**src/rtl/prox_consts.svh**
```systemverilog
// constants of the proximity sensor control block
// assumes a 40 MHz system clock and an I2C controller outside
// Operation
// Seventeen 8-bit registers, all reachable over the I2C target port.
// Target port works in standard, fast and high-speed modes.
// Answer only the fixed 7-bit target address 13h.
// Address byte low bit gives direction: 26h write, 27h read.
// Register addresses run from 80h (register 0) to 90h (register 16).
// Register 80h is the command register with starts and ready flag.
// Command bit 7 is a lock flag, always reads 1, writes ignored.
// Command bit 5 reads 1 when a finished result is stored.
// Reading result high or low byte clears the ready flag.
// Writing 1 to command bit 3 starts one on-demand measurement.
// Command bit 1 enables periodic measurements, read-write.
// Command bit 0 enables the self-timed sequencer and its timebase.
// Self-timed enable alone starts nothing; periodic enable is also needed.
// Host sets self-timed enable before or with periodic enable.
// On-demand requests are ignored while self-timed enable is 1.
// Rate register changes only while self-timed enable is 0.
// Interrupt output is open drain, pulls low when asserted.
// Result is 16 bits: high byte at 87h, low byte at 88h.
`ifndef PROX_CONSTS_SVH
`define PROX_CONSTS_SVH

// -----------------------------------------------------------------
// bus addressing
// -----------------------------------------------------------------
`define DEV_ADDR7          7'h13
`define ADDR_BYTE_WR       8'h26
`define ADDR_BYTE_RD       8'h27
`define REG_FIRST          8'h80
`define REG_LAST           8'h90
`define REG_COUNT          17
`define REG_CMD            8'h80
`define REG_ID             8'h81
`define REG_RATE           8'h82
`define REG_LED            8'h83
`define REG_RES_HI         8'h87
`define REG_RES_LO         8'h88
`define INT_CTL_INDEX      5'h09

// -----------------------------------------------------------------
// fields and reset values
// -----------------------------------------------------------------
`define CMD_LOCK_BIT       7
`define CMD_READY_BIT      5
`define CMD_SINGLE_BIT     3
`define CMD_PERIODIC_BIT   1
`define CMD_SELFTIMED_BIT  0
`define INT_READY_EN_BIT   3
`define RATE_W             3
`define LED_W              6
`define RATE_RESET         3'h0
`define LED_RESET          6'h02
`define RESULT_W           16

// -----------------------------------------------------------------
// timing
// -----------------------------------------------------------------
`define CLK_MHZ            40
`define CONV_TIME_NS       10000
`define CONV_CYCLES        ((`CONV_TIME_NS * `CLK_MHZ + 999) / 1000)
`define CONV_CNT_W         12
`define RATE_BASE_MS       512
`define RATE_BASE_CYCLES   (`RATE_BASE_MS * `CLK_MHZ * 1000)
`define RATE_CNT_W         25

`endif

```
**src/rtl/prox_pkg.sv**
```systemverilog
// types shared by the proximity sensor control block
// assumes prox_consts.svh is on the include path
`default_nettype none
`include "prox_consts.svh"

package prox_pkg;

	// -------------------------------------------------------------
	// target port sequencing
	// -------------------------------------------------------------
	typedef enum logic [3:0] {
		ST_IDLE,
		ST_ADDR,
		ST_ADDR_ACK,
		ST_PTR,
		ST_PTR_ACK,
		ST_WDATA,
		ST_WDATA_ACK,
		ST_TX,
		ST_TX_ACK
	} i2c_state_t;

	// -------------------------------------------------------------
	// whole state of the top module
	// -------------------------------------------------------------
	typedef struct packed {
		i2c_state_t                     st;
		logic [3:0]                     bit_cnt;
		logic [7:0]                     shift;
		logic [7:0]                     tx;
		logic                           rw;
		logic                           nack;
		logic [7:0]                     ptr;
		logic                           scl_d;
		logic                           sda_d;
		logic                           sda_oe;
		logic                           selftimed;
		logic                           periodic;
		logic                           single_pend;
		logic                           busy;
		logic [`CONV_CNT_W-1:0]         conv_cnt;
		logic [`RATE_W-1:0]             rate;
		logic [`LED_W-1:0]              led_set;
		logic [`LED_W-1:0]              led_out;
		logic                           ready;
		logic [`RESULT_W-1:0]           result;
		logic [`REG_COUNT-1:0][7:0]     plain;
		logic                           int_oe;
	} top_state_t;

endpackage : prox_pkg
`default_nettype wire

```
**src/rtl/low_power_timebase.sv**
```systemverilog
// self-timed measurement pacing
// assumes run_i and rate_i come from logic on clk_i
`timescale 1ns/1ps
`default_nettype none
`include "prox_consts.svh"

module low_power_timebase #(
	parameter int unsigned BASE_CYCLES = `RATE_BASE_CYCLES,
	parameter int          CW          = `RATE_CNT_W
) (
	input  wire logic              clk_i,
	input  wire logic              rst_i,
	input  wire logic              run_i,
	input  wire logic [`RATE_W-1:0] rate_i,
	output logic                   tick_o
);

	typedef struct packed {
		logic [CW-1:0] cnt;
		logic          tick;
	} tb_state_t;

	tb_state_t       s;
	tb_state_t       next_s;
	logic [CW-1:0]   period;

	// each rate code step halves the period
	assign period = CW'(BASE_CYCLES >> rate_i);

	// counter stands at zero while stopped, so the first tick
	// comes one whole period after the enable
	always_comb begin
		next_s      = s;
		next_s.tick = 1'b0;
		if (!run_i) begin
			next_s.cnt = '0;
		end else if (s.cnt >= period - 1'b1) begin
			next_s.cnt  = '0;
			next_s.tick = 1'b1;
		end else begin
			next_s.cnt = s.cnt + 1'b1;
		end
	end

	always_ff @(posedge clk_i or posedge rst_i) begin
		if (rst_i) begin
			s <= '0;
		end else begin
			s <= next_s;
		end
	end

	assign tick_o = s.tick;

endmodule : low_power_timebase
`default_nettype wire

```
**src/rtl/prox_sensor_top.sv**
```systemverilog
// proximity sensor control: I2C target port, register file
// and measurement sequencer
// assumes the analog front end presents meas_sample_i on clk_i
// and that pull-ups on SDA and INT sit outside
`timescale 1ns/1ps
`default_nettype none
`include "prox_consts.svh"

module prox_sensor_top #(
	parameter int unsigned RATE_BASE_CYCLES = `RATE_BASE_CYCLES,
	parameter logic [7:0]  ID_VALUE         = 8'h5A // arbitrary value
) (
	input  wire logic                 clk_i,
	input  wire logic                 rst_i,
	input  wire logic                 scl_i,
	input  wire logic                 sda_i,
	output logic                      sda_o,
	output logic                      sda_oe_o,
	output logic                      int_o,
	output logic                      int_oe_o,
	input  wire logic [`RESULT_W-1:0] meas_sample_i,
	output logic                      meas_active_o,
	output logic [`LED_W-1:0]         led_current_o
);

	// -------------------------------------------------------------
	// declarations
	// -------------------------------------------------------------
	prox_pkg::top_state_t s;
	prox_pkg::top_state_t next_s;

	logic [1:0] pins_sync;
	logic       scl_s;
	logic       sda_s;
	logic       tick;
	logic       scl_rise;
	logic       scl_fall;
	logic       start_cond;
	logic       stop_cond;
	logic       load_tx;
	logic       rd_clear;
	logic       conv_done;
	logic [7:0] wdata;
	logic [7:0] rdata;

	// -------------------------------------------------------------
	// pin sampling and pacing
	// -------------------------------------------------------------

	// both pins share one synchroniser so their delays match
	sync2 #(
		.WIDTH (2)
	) u_sync (
		.clk_i   (clk_i),
		.rst_i   (rst_i),
		.async_i ({scl_i, sda_i}),
		.sync_o  (pins_sync)
	);

	assign scl_s = pins_sync[1];
	assign sda_s = pins_sync[0];

	// periodic pacing needs both enables
	low_power_timebase #(
		.BASE_CYCLES (RATE_BASE_CYCLES),
		.CW          (`RATE_CNT_W)
	) u_timebase (
		.clk_i  (clk_i),
		.rst_i  (rst_i),
		.run_i  (s.selftimed & s.periodic),
		.rate_i (s.rate),
		.tick_o (tick)
	);

	// -------------------------------------------------------------
	// bus conditions
	// -------------------------------------------------------------

	// high-speed mode leaves about two clocks of SCL high time,
	// which is the least this edge detection can resolve
	assign scl_rise   = scl_s & ~s.scl_d;
	assign scl_fall   = ~scl_s & s.scl_d;
	assign start_cond = scl_s & s.scl_d & s.sda_d & ~sda_s;
	assign stop_cond  = scl_s & s.scl_d & ~s.sda_d & sda_s;

	// -------------------------------------------------------------
	// register read mux
	// -------------------------------------------------------------
	function automatic logic [7:0] read_reg(
		input prox_pkg::top_state_t v,
		input logic [7:0]           a
	);
		logic [7:0] d;
		d = 8'h00;
		if (a >= `REG_FIRST && a <= `REG_LAST) begin
			case (a)
				`REG_CMD: begin
					d[`CMD_LOCK_BIT]      = 1'b1;
					d[`CMD_READY_BIT]     = v.ready;
					d[`CMD_SINGLE_BIT]    = v.single_pend;
					d[`CMD_PERIODIC_BIT]  = v.periodic;
					d[`CMD_SELFTIMED_BIT] = v.selftimed;
				end
				`REG_ID: begin
					d = ID_VALUE;
				end
				`REG_RATE: begin
					d[`RATE_W-1:0] = v.rate;
				end
				`REG_LED: begin
					d[`LED_W-1:0] = v.led_set;
				end
				`REG_RES_HI: begin
					d = v.result[15:8];
				end
				`REG_RES_LO: begin
					d = v.result[7:0];
				end
				default: begin
					d = v.plain[5'(a - `REG_FIRST)];
				end
			endcase
		end
		return d;
	endfunction : read_reg

	assign rdata = read_reg(s, s.ptr);
	assign wdata = s.shift;

	// -------------------------------------------------------------
	// next state
	// -------------------------------------------------------------
	always_comb begin
		next_s       = s;
		next_s.scl_d = scl_s;
		next_s.sda_d = sda_s;
		load_tx      = 1'b0;
		rd_clear     = 1'b0;
		conv_done    = 1'b0;

		// target port; a start restarts from any state
		if (start_cond) begin
			next_s.st      = prox_pkg::ST_ADDR;
			next_s.bit_cnt = 4'h0;
		end else if (stop_cond) begin
			next_s.st = prox_pkg::ST_IDLE;
		end else begin
			unique case (s.st)
				prox_pkg::ST_IDLE: begin
					next_s.bit_cnt = 4'h0;
				end
				prox_pkg::ST_ADDR,
				prox_pkg::ST_PTR,
				prox_pkg::ST_WDATA: begin
					if (scl_rise && s.bit_cnt < 4'h8) begin
						next_s.shift   = {s.shift[6:0], sda_s};
						next_s.bit_cnt = s.bit_cnt + 4'h1;
					end else if (scl_fall && s.bit_cnt == 4'h8) begin
						next_s.bit_cnt = 4'h0;
						if (s.st == prox_pkg::ST_ADDR) begin
							// other targets on the bus are left alone
							if (s.shift == `ADDR_BYTE_WR || s.shift == `ADDR_BYTE_RD) begin
								next_s.rw = s.shift[0];
								next_s.st = prox_pkg::ST_ADDR_ACK;
							end else begin
								next_s.st = prox_pkg::ST_IDLE;
							end
						end else if (s.st == prox_pkg::ST_PTR) begin
							next_s.ptr = wdata;
							next_s.st  = prox_pkg::ST_PTR_ACK;
						end else begin
							next_s.ptr = s.ptr + 8'h01;
							next_s.st  = prox_pkg::ST_WDATA_ACK;
						end
					end
				end
				prox_pkg::ST_ADDR_ACK: begin
					if (scl_fall) begin
						if (s.rw) begin
							load_tx = 1'b1;
						end else begin
							next_s.st = prox_pkg::ST_PTR;
						end
					end
				end
				prox_pkg::ST_PTR_ACK,
				prox_pkg::ST_WDATA_ACK: begin
					if (scl_fall) begin
						next_s.st = prox_pkg::ST_WDATA;
					end
				end
				prox_pkg::ST_TX: begin
					if (scl_fall) begin
						if (s.bit_cnt == 4'h7) begin
							next_s.st = prox_pkg::ST_TX_ACK;
						end else begin
							next_s.tx      = {s.tx[6:0], 1'b0};
							next_s.bit_cnt = s.bit_cnt + 4'h1;
						end
					end
				end
				prox_pkg::ST_TX_ACK: begin
					if (scl_rise) begin
						next_s.nack = sda_s;
					end else if (scl_fall) begin
						if (s.nack) begin
							next_s.st = prox_pkg::ST_IDLE;
						end else begin
							load_tx = 1'b1;
						end
					end
				end
			endcase
		end

		// fetch the next read byte; pointer advances past it
		if (load_tx) begin
			next_s.tx      = rdata;
			next_s.ptr     = s.ptr + 8'h01;
			next_s.bit_cnt = 4'h0;
			next_s.st      = prox_pkg::ST_TX;
			if (s.ptr == `REG_RES_HI || s.ptr == `REG_RES_LO) begin
				rd_clear = 1'b1;
			end
		end

		// register writes land when the data byte completes
		if (!start_cond && !stop_cond && s.st == prox_pkg::ST_WDATA
		    && scl_fall && s.bit_cnt == 4'h8) begin
			if (s.ptr == `REG_CMD) begin
				next_s.selftimed = wdata[`CMD_SELFTIMED_BIT];
				next_s.periodic  = wdata[`CMD_PERIODIC_BIT];
				// self-timed mode owns the sequencer
				if (wdata[`CMD_SINGLE_BIT] && !s.selftimed
				    && !wdata[`CMD_SELFTIMED_BIT] && !s.busy) begin
					next_s.single_pend = 1'b1;
				end
			end else if (s.ptr == `REG_RATE) begin
				// changing pace mid-run would skew the period
				if (!s.selftimed) begin
					next_s.rate = wdata[`RATE_W-1:0];
				end
			end else if (s.ptr == `REG_LED) begin
				next_s.led_set = wdata[`LED_W-1:0];
			end else if (s.ptr == `REG_ID || s.ptr == `REG_RES_HI
			             || s.ptr == `REG_RES_LO) begin
				next_s.plain = s.plain;
			end else if (s.ptr > `REG_CMD && s.ptr <= `REG_LAST) begin
				next_s.plain[5'(s.ptr - `REG_FIRST)] = wdata;
			end
		end

		// open drain: only ever pull low
		next_s.sda_oe = (next_s.st == prox_pkg::ST_ADDR_ACK)
		              || (next_s.st == prox_pkg::ST_PTR_ACK)
		              || (next_s.st == prox_pkg::ST_WDATA_ACK)
		              || (next_s.st == prox_pkg::ST_TX && !next_s.tx[7]);

		// measurement sequencer
		if (s.busy) begin
			if (s.conv_cnt == `CONV_CNT_W'(`CONV_CYCLES - 1)) begin
				conv_done          = 1'b1;
				next_s.busy        = 1'b0;
				next_s.single_pend = 1'b0;
				next_s.result      = meas_sample_i;
			end else begin
				next_s.conv_cnt = s.conv_cnt + 1'b1;
			end
		end else if (s.single_pend || tick) begin
			next_s.busy     = 1'b1;
			next_s.conv_cnt = '0;
		end

		// a result finishing in the clearing cycle keeps the flag
		next_s.ready = (s.ready & ~rd_clear) | conv_done;

		// current setting is taken over only outside self-timed runs
		if (!next_s.selftimed) begin
			next_s.led_out = next_s.led_set;
		end

		next_s.int_oe = next_s.ready
		              & next_s.plain[`INT_CTL_INDEX][`INT_READY_EN_BIT];
	end

	// -------------------------------------------------------------
	// state register
	// -------------------------------------------------------------
	always_ff @(posedge clk_i or posedge rst_i) begin
		if (rst_i) begin
			s         <= '0;
			s.scl_d   <= 1'b1;
			s.sda_d   <= 1'b1;
			s.rate    <= `RATE_RESET;
			s.led_set <= `LED_RESET;
			s.led_out <= `LED_RESET;
		end else begin
			s <= next_s;
		end
	end

	// -------------------------------------------------------------
	// outputs
	// -------------------------------------------------------------
	assign sda_o         = 1'b0;
	assign sda_oe_o      = s.sda_oe;
	assign int_o         = 1'b0;
	assign int_oe_o      = s.int_oe;
	assign meas_active_o = s.busy;
	assign led_current_o = s.led_out;

endmodule : prox_sensor_top
`default_nettype wire

```
**src/rtl/sync2.sv**
```systemverilog
// two-stage synchroniser for pin inputs
// assumes inputs are asynchronous to clk_i
`timescale 1ns/1ps
`default_nettype none

module sync2 #(
	parameter int WIDTH = 2
) (
	input  wire logic             clk_i,
	input  wire logic             rst_i,
	input  wire logic [WIDTH-1:0] async_i,
	output logic      [WIDTH-1:0] sync_o
);

	typedef struct packed {
		logic [WIDTH-1:0] meta;
		logic [WIDTH-1:0] stable;
	} sync_state_t;

	sync_state_t s;
	sync_state_t next_s;

	// first stage feeds only the second one
	always_comb begin
		next_s.meta   = async_i;
		next_s.stable = s.meta;
	end

	// reset to the idle level of the pulled-up pins, so that
	// no false edge is seen right after reset
	always_ff @(posedge clk_i or posedge rst_i) begin
		if (rst_i) begin
			s <= '1;
		end else begin
			s <= next_s;
		end
	end

	assign sync_o = s.stable;

endmodule : sync2
`default_nettype wire

```
**config.mk**
```make
export PLATFORM = sky130hd
export DESIGN_NAME = prox_sensor_top
export DESIGN_NICKNAME = d
export VERILOG_FILES = /design/src/rtl/prox_pkg.sv /design/src/rtl/low_power_timebase.sv /design/src/rtl/prox_sensor_top.sv /design/src/rtl/sync2.sv
export VERILOG_INCLUDE_DIRS = /design/src /design/src/rtl
export SDC_FILE = /design/constraint.sdc
export NUM_CORES = 1
export LEC_CHECK = 0
export BUFFER_PORTS_ARGS = -buffer_cell sky130_fd_sc_hd__buf_2
export CORE_MARGIN = 4
export CORE_UTILIZATION = 53
export CTS_CLUSTER_DIAMETER = 120
export DETAILED_ROUTE_END_ITERATION = 8
export PLACE_DENSITY_LB_ADDON = 0.3
export SYNTH_ARGS = -nofsm -noshare
export SYNTH_HDL_FRONTEND = slang
export SYNTH_HIERARCHICAL = 1
export SYNTH_SLANG_ARGS = --single-unit
```
**constraint.sdc**
```tcl
create_clock -name clk_i -period 16.57 [get_ports clk_i]
set_input_delay 2.4855 -clock clk_i [delete_from_list [all_inputs] [get_ports clk_i]]
set_output_delay 2.4855 -clock clk_i [all_outputs]
set_load 0.005 [all_outputs]
```
==> metrics.md <==
| Metric | Value |
|---|---|
| Hpwl dp | `17.2 mm` |
| Crit Reg-Reg Endpoint | `u_timebase/s[16]$_DFF_PP0_` |
| Hold Vio Cnt, Final | `0` |
| Status | `finished clean` |
| DR WL met3 | `1.08 mm` |
| CTS tree | `built` |
| CTS Hold Bufs | `0` |
| # diodes | `0` |
| Reg power frac | `47.5%` |
| Leakage dissipation | `6.25 nW` |
| Clock sinks | `252` |
| WL/cell | `19.2 microns` |
| Reg area | `0.00632 sq mm` |
| Drt first pass iters | `6` |
| DRT met1 WL | `12.3 mm` |
| Max Root-Sink Buffers | `3` |
| Synth Cell Area | `0.0128 sq mm` |
| Setup repair bufs after CTS | `0` |
| Ys async rst share | `100%` |
| Clk root buf | `clkbuf_16` |
| Top cell type's share of synthesized area | `47.6%` |
| Number of unique standard cell types used by synthesis | `82` |
| PortBufs | `28` |
| FMAX | `250 MHz` |
| Post-synthesis average cell area | `11.9 sq um` |
| DRC | `0` |
| Hold Path Depth | `0` |
| Pins over their slew limit | `0` |
| Htree depth | `1` |
| Fillcell total | `1912` |
| Top Metal Used | `met4` |
| Clock latency on the worst-skew pair | `0.54 ns` |
| CP Max Fanout | `25` |
| RePlAce Congestion | `0.885` |
| Antenna violations before repair | `0` |
| Seq/Total Area, Yosys | `49.3%` |
| Dpl ws | `12.08 ns` |
| Area growth, synth to finish | `7.60%` |
| Yosys Warn Count | `6` |
| Max-capacitance violation count | `0` |
| Via count | `8076` |
| Power share of the combinational group | `8.9%` |
| CP Launch Type | `register` |
| Hold Path End | `u_sync/sync_o[0]$_DFF_PP1_` |
| Fin crit share | `24.1%` |
| P per Cell Area | `104 mW/mm^2` |
| Yosys reg bits | `252` |
| Hold path start | `u_sync/next_s[0]$_DFF_PP1_` |
| Post-synth EDFFs | `0` |
| Post-DRT Antenna Nets | `0` |
| Worst Hold Class | `reg2reg` |
| Critical R2R Launch | `s[167]$_DFFE_PP0P_` |
| Site Rows | `56` |
| Die width | `164 microns` |
| Final setup margin | `12.57 ns` |
| Clk pwr share | `43.5%` |
| Crit path DAT | `4.38 ns` |
| Share of cells above drive strength 1 | `26.8%` |
| Num CTS Buffers | `27` |
| Cell taking the most area after synthesis | `dfrtp_1` |
| Die ar. | `0.0267 sq mm` |
| Clk slew on worst S/H paths | `0.06 ns` |
| Die Height | `164 microns` |
| Final TNS setup | `0 ns` |
| Crit path time final | `4.00 ns` |
| DRT Wirelength | `26.2 mm` |
| Int Pwr | `1.07 mW` |
| Fin nets | `1079` |
| Top area cells in the synthesized netlist | `dfrtp_1 48%, mux2_2 10%, mux4_2 6.7%` |
| First-pass GRT wire length | `43.5 mm` |
| WP data required | `16.95 ns` |
| RSZ-0062 raised after global routing | `no` |
| Psw | `369 uW` |
| Critical path capture point type | `register` |
| Top-level I/O count | `31` |
| Via-to-Cell Ratio | `5.91` |
| Core box area | `0.0236 sq mm` |
| Total GRT Usage | `20.1%` |
| Synth Flop Type | `dfrtp_1` |
| Met2 WL post-DR | `12.3 mm` |
| Sw Ratio | `25.7%` |
| R2R cell count | `13` |
| Clock skew | `0.0267 ns` |
| Largest net degree at the start of global routing | `144` |
| Initial DRC count | `631` |
| Area of the multi-input gates | `0.00585 sq mm` |
| Relative slew slack | `29.6%` |
| Synth Instances | `1081` |
| Post_cts resized | `0` |
| Measured slew at the worst slew-check pin | `1.05 ns` |
| Initial Util | `54.3%` |
| R2r setup slk | `12.57 ns` |
| Hold slack | `0.356 ns` |
| Vias in the first global route | `7983` |
| Crit Path Class | `reg2reg` |
| Final setup violation count | `0` |
| Remaining global-route overflow | `0` |
| Worst vdd ir | `71.9 uV` |
-- cells in the mapped netlist (7+ instances only) --
master / count
a21oi_1: 37
a22oi_1: 19
and2_1: 10
and3_1: 14
buf_2: 12
buf_4: 13
buf_6: 7
clkbuf_1: 82
dfrtp_1: 244
dfstp_2: 8
ha_1: 33
inv_1: 24
mux2_1: 12
mux2_2: 115
mux2i_1: 13
mux4_2: 38
nand2_1: 52
nand2_2: 9
nand3_1: 24
nand4_1: 16
nor2_1: 63
nor2_2: 9
nor2b_1: 8
nor3_1: 17
nor4_1: 7
o21ai_0: 41
o22ai_1: 8
xnor2_1: 12
xor2_1: 26
-- sequential cells by signal, indices dropped and copies added (netlist names) --
signal,flops
sda_oe_o,1
s,205
u_sync/sync_o,2
int_oe_o,1
wdata,8
u_timebase/tick_o,1
meas_active_o,1
u_timebase/s,25
u_sync/next_s,2
led_current_o,6
-- power by group through the flow --
stage | registers [mW] | clock network [mW] | logic (mW)
final | 0.682 | 0.625 | 0.128
after global routing | 0.685 | 0.667 | 0.144
after CTS | 0.681 | 0.643 | 0.130
after detailed placement | 0.693 | 0 | 0.130
after global placement | 0.692 | 0 | 0.128
after floorplan | 0.651 | 0 | 0.129
-- layer usage --
layer	track usage, %	vias up
met2	32.0	197
met4	4.46	0
met3	2.17	32
met5	0	-
li1	-	3765
met1	30.2	4082
-- layout make-up --
type	count	area share, %
Tap cell	319	2.89
Sequential cell	252	45.8
Inverter	24	0.708
Multi-Input combinational cell	687	42.4
Timing Repair Buffer	34	1.34
Clock buffer	38	5.56
Clock inverter	12	1.26
-- metrics by stage --
stage	instances	power [mW]	utilization, %	cell area [sq um]
after floorplan	1082	0.780	-	12800
after global placement	1316	0.821	54.4	12900
final	1366	1.44	58.4	13800
after global routing	1366	1.50	58.4	13800
after detailed placement	1316	0.823	54.4	12900
after CTS	1366	1.45	58.4	13800
-- worst max path at each step --
| stage | start | endpoint | slack [ns] | cells past startpoint |
|---|---|---|---|---|
| after floorplan | rst_i | int_oe_o$_DFF_PP0_ | 8.01 | 1 |
| after global placement | rst_i | s[188]$_DFFE_PP0P_ | 12.09 | 3 |
| after detailed placement | rst_i | s[188]$_DFFE_PP0P_ | 12.08 | 3 |
| after CTS | s[167]$_DFFE_PP0P_ | u_timebase/s[14]$_DFF_PP0_ | 12.60 | 13 |
| after global routing | s[167]$_DFFE_PP0P_ | u_timebase/s[16]$_DFF_PP0_ | 12.05 | 13 |
| final | s[167]$_DFFE_PP0P_ | u_timebase/s[16]$_DFF_PP0_ | 12.57 | 13 |
-- logic make-up (layout without fill, tap and decap cells) --
logic type / count (synthesis) / in the layout / share of synthesized area, %
AOI/OAI and AO/OA: 158 / 158 / 8.28
xor gates and xnor gates: 38 / 38 / 2.60
adders and majority gates: 33 / 33 / 3.22
buffers and inverters: 143 / 108 / 5.10
DFF: 252 / 252 / 49.3
muxes: 179 / 179 / 19.0
other: 1 / 2 / 0.0293
and+or+nand+nor: 277 / 277 / 12.5
-- worst max-delay path, stage by stage, from the launching register on --
cell and delay, ns:
dfrtp_1 0.66, inv_1 0.22, ha_1 0.35, or4b_2 0.62, o21ai_0 0.10, a21oi_1 0.10
nor3_1 0.14, o31ai_1 0.09, ha_1 0.34, nand4_1 0.10, nor4_1 0.43, o211ai_2 0.22
nand4_4 0.37, nor2_1 0.11
-- cell usage in the layout, fill, tap and decap left out, types with 5 or more instances in the layout --
cell type,count
dfrtp_1,243
mux2_2,115
nor2_1,63
nand2_1,52
o21ai_0,41
mux4_2,38
a21oi_1,37
ha_1,33
buf_2,28
clkbuf_16,27
xor2_1,26
nand3_1,24
inv_1,23
a22oi_1,19
nor3_1,17
nand4_1,16
and3_1,14
mux2i_1,13
mux2_1,12
xnor2_1,12
and2_1,10
nand2_2,9
nor2_2,9
nor2b_1,8
o22ai_1,8
dfstp_2,8
nor4_1,7
clkbuf_1,6
buf_4,6
nand3b_1,5
nor3b_1,5
and4_1,5
a211oi_1,5
clkbuf_8,5
Power figures use the tool's default switching activity.
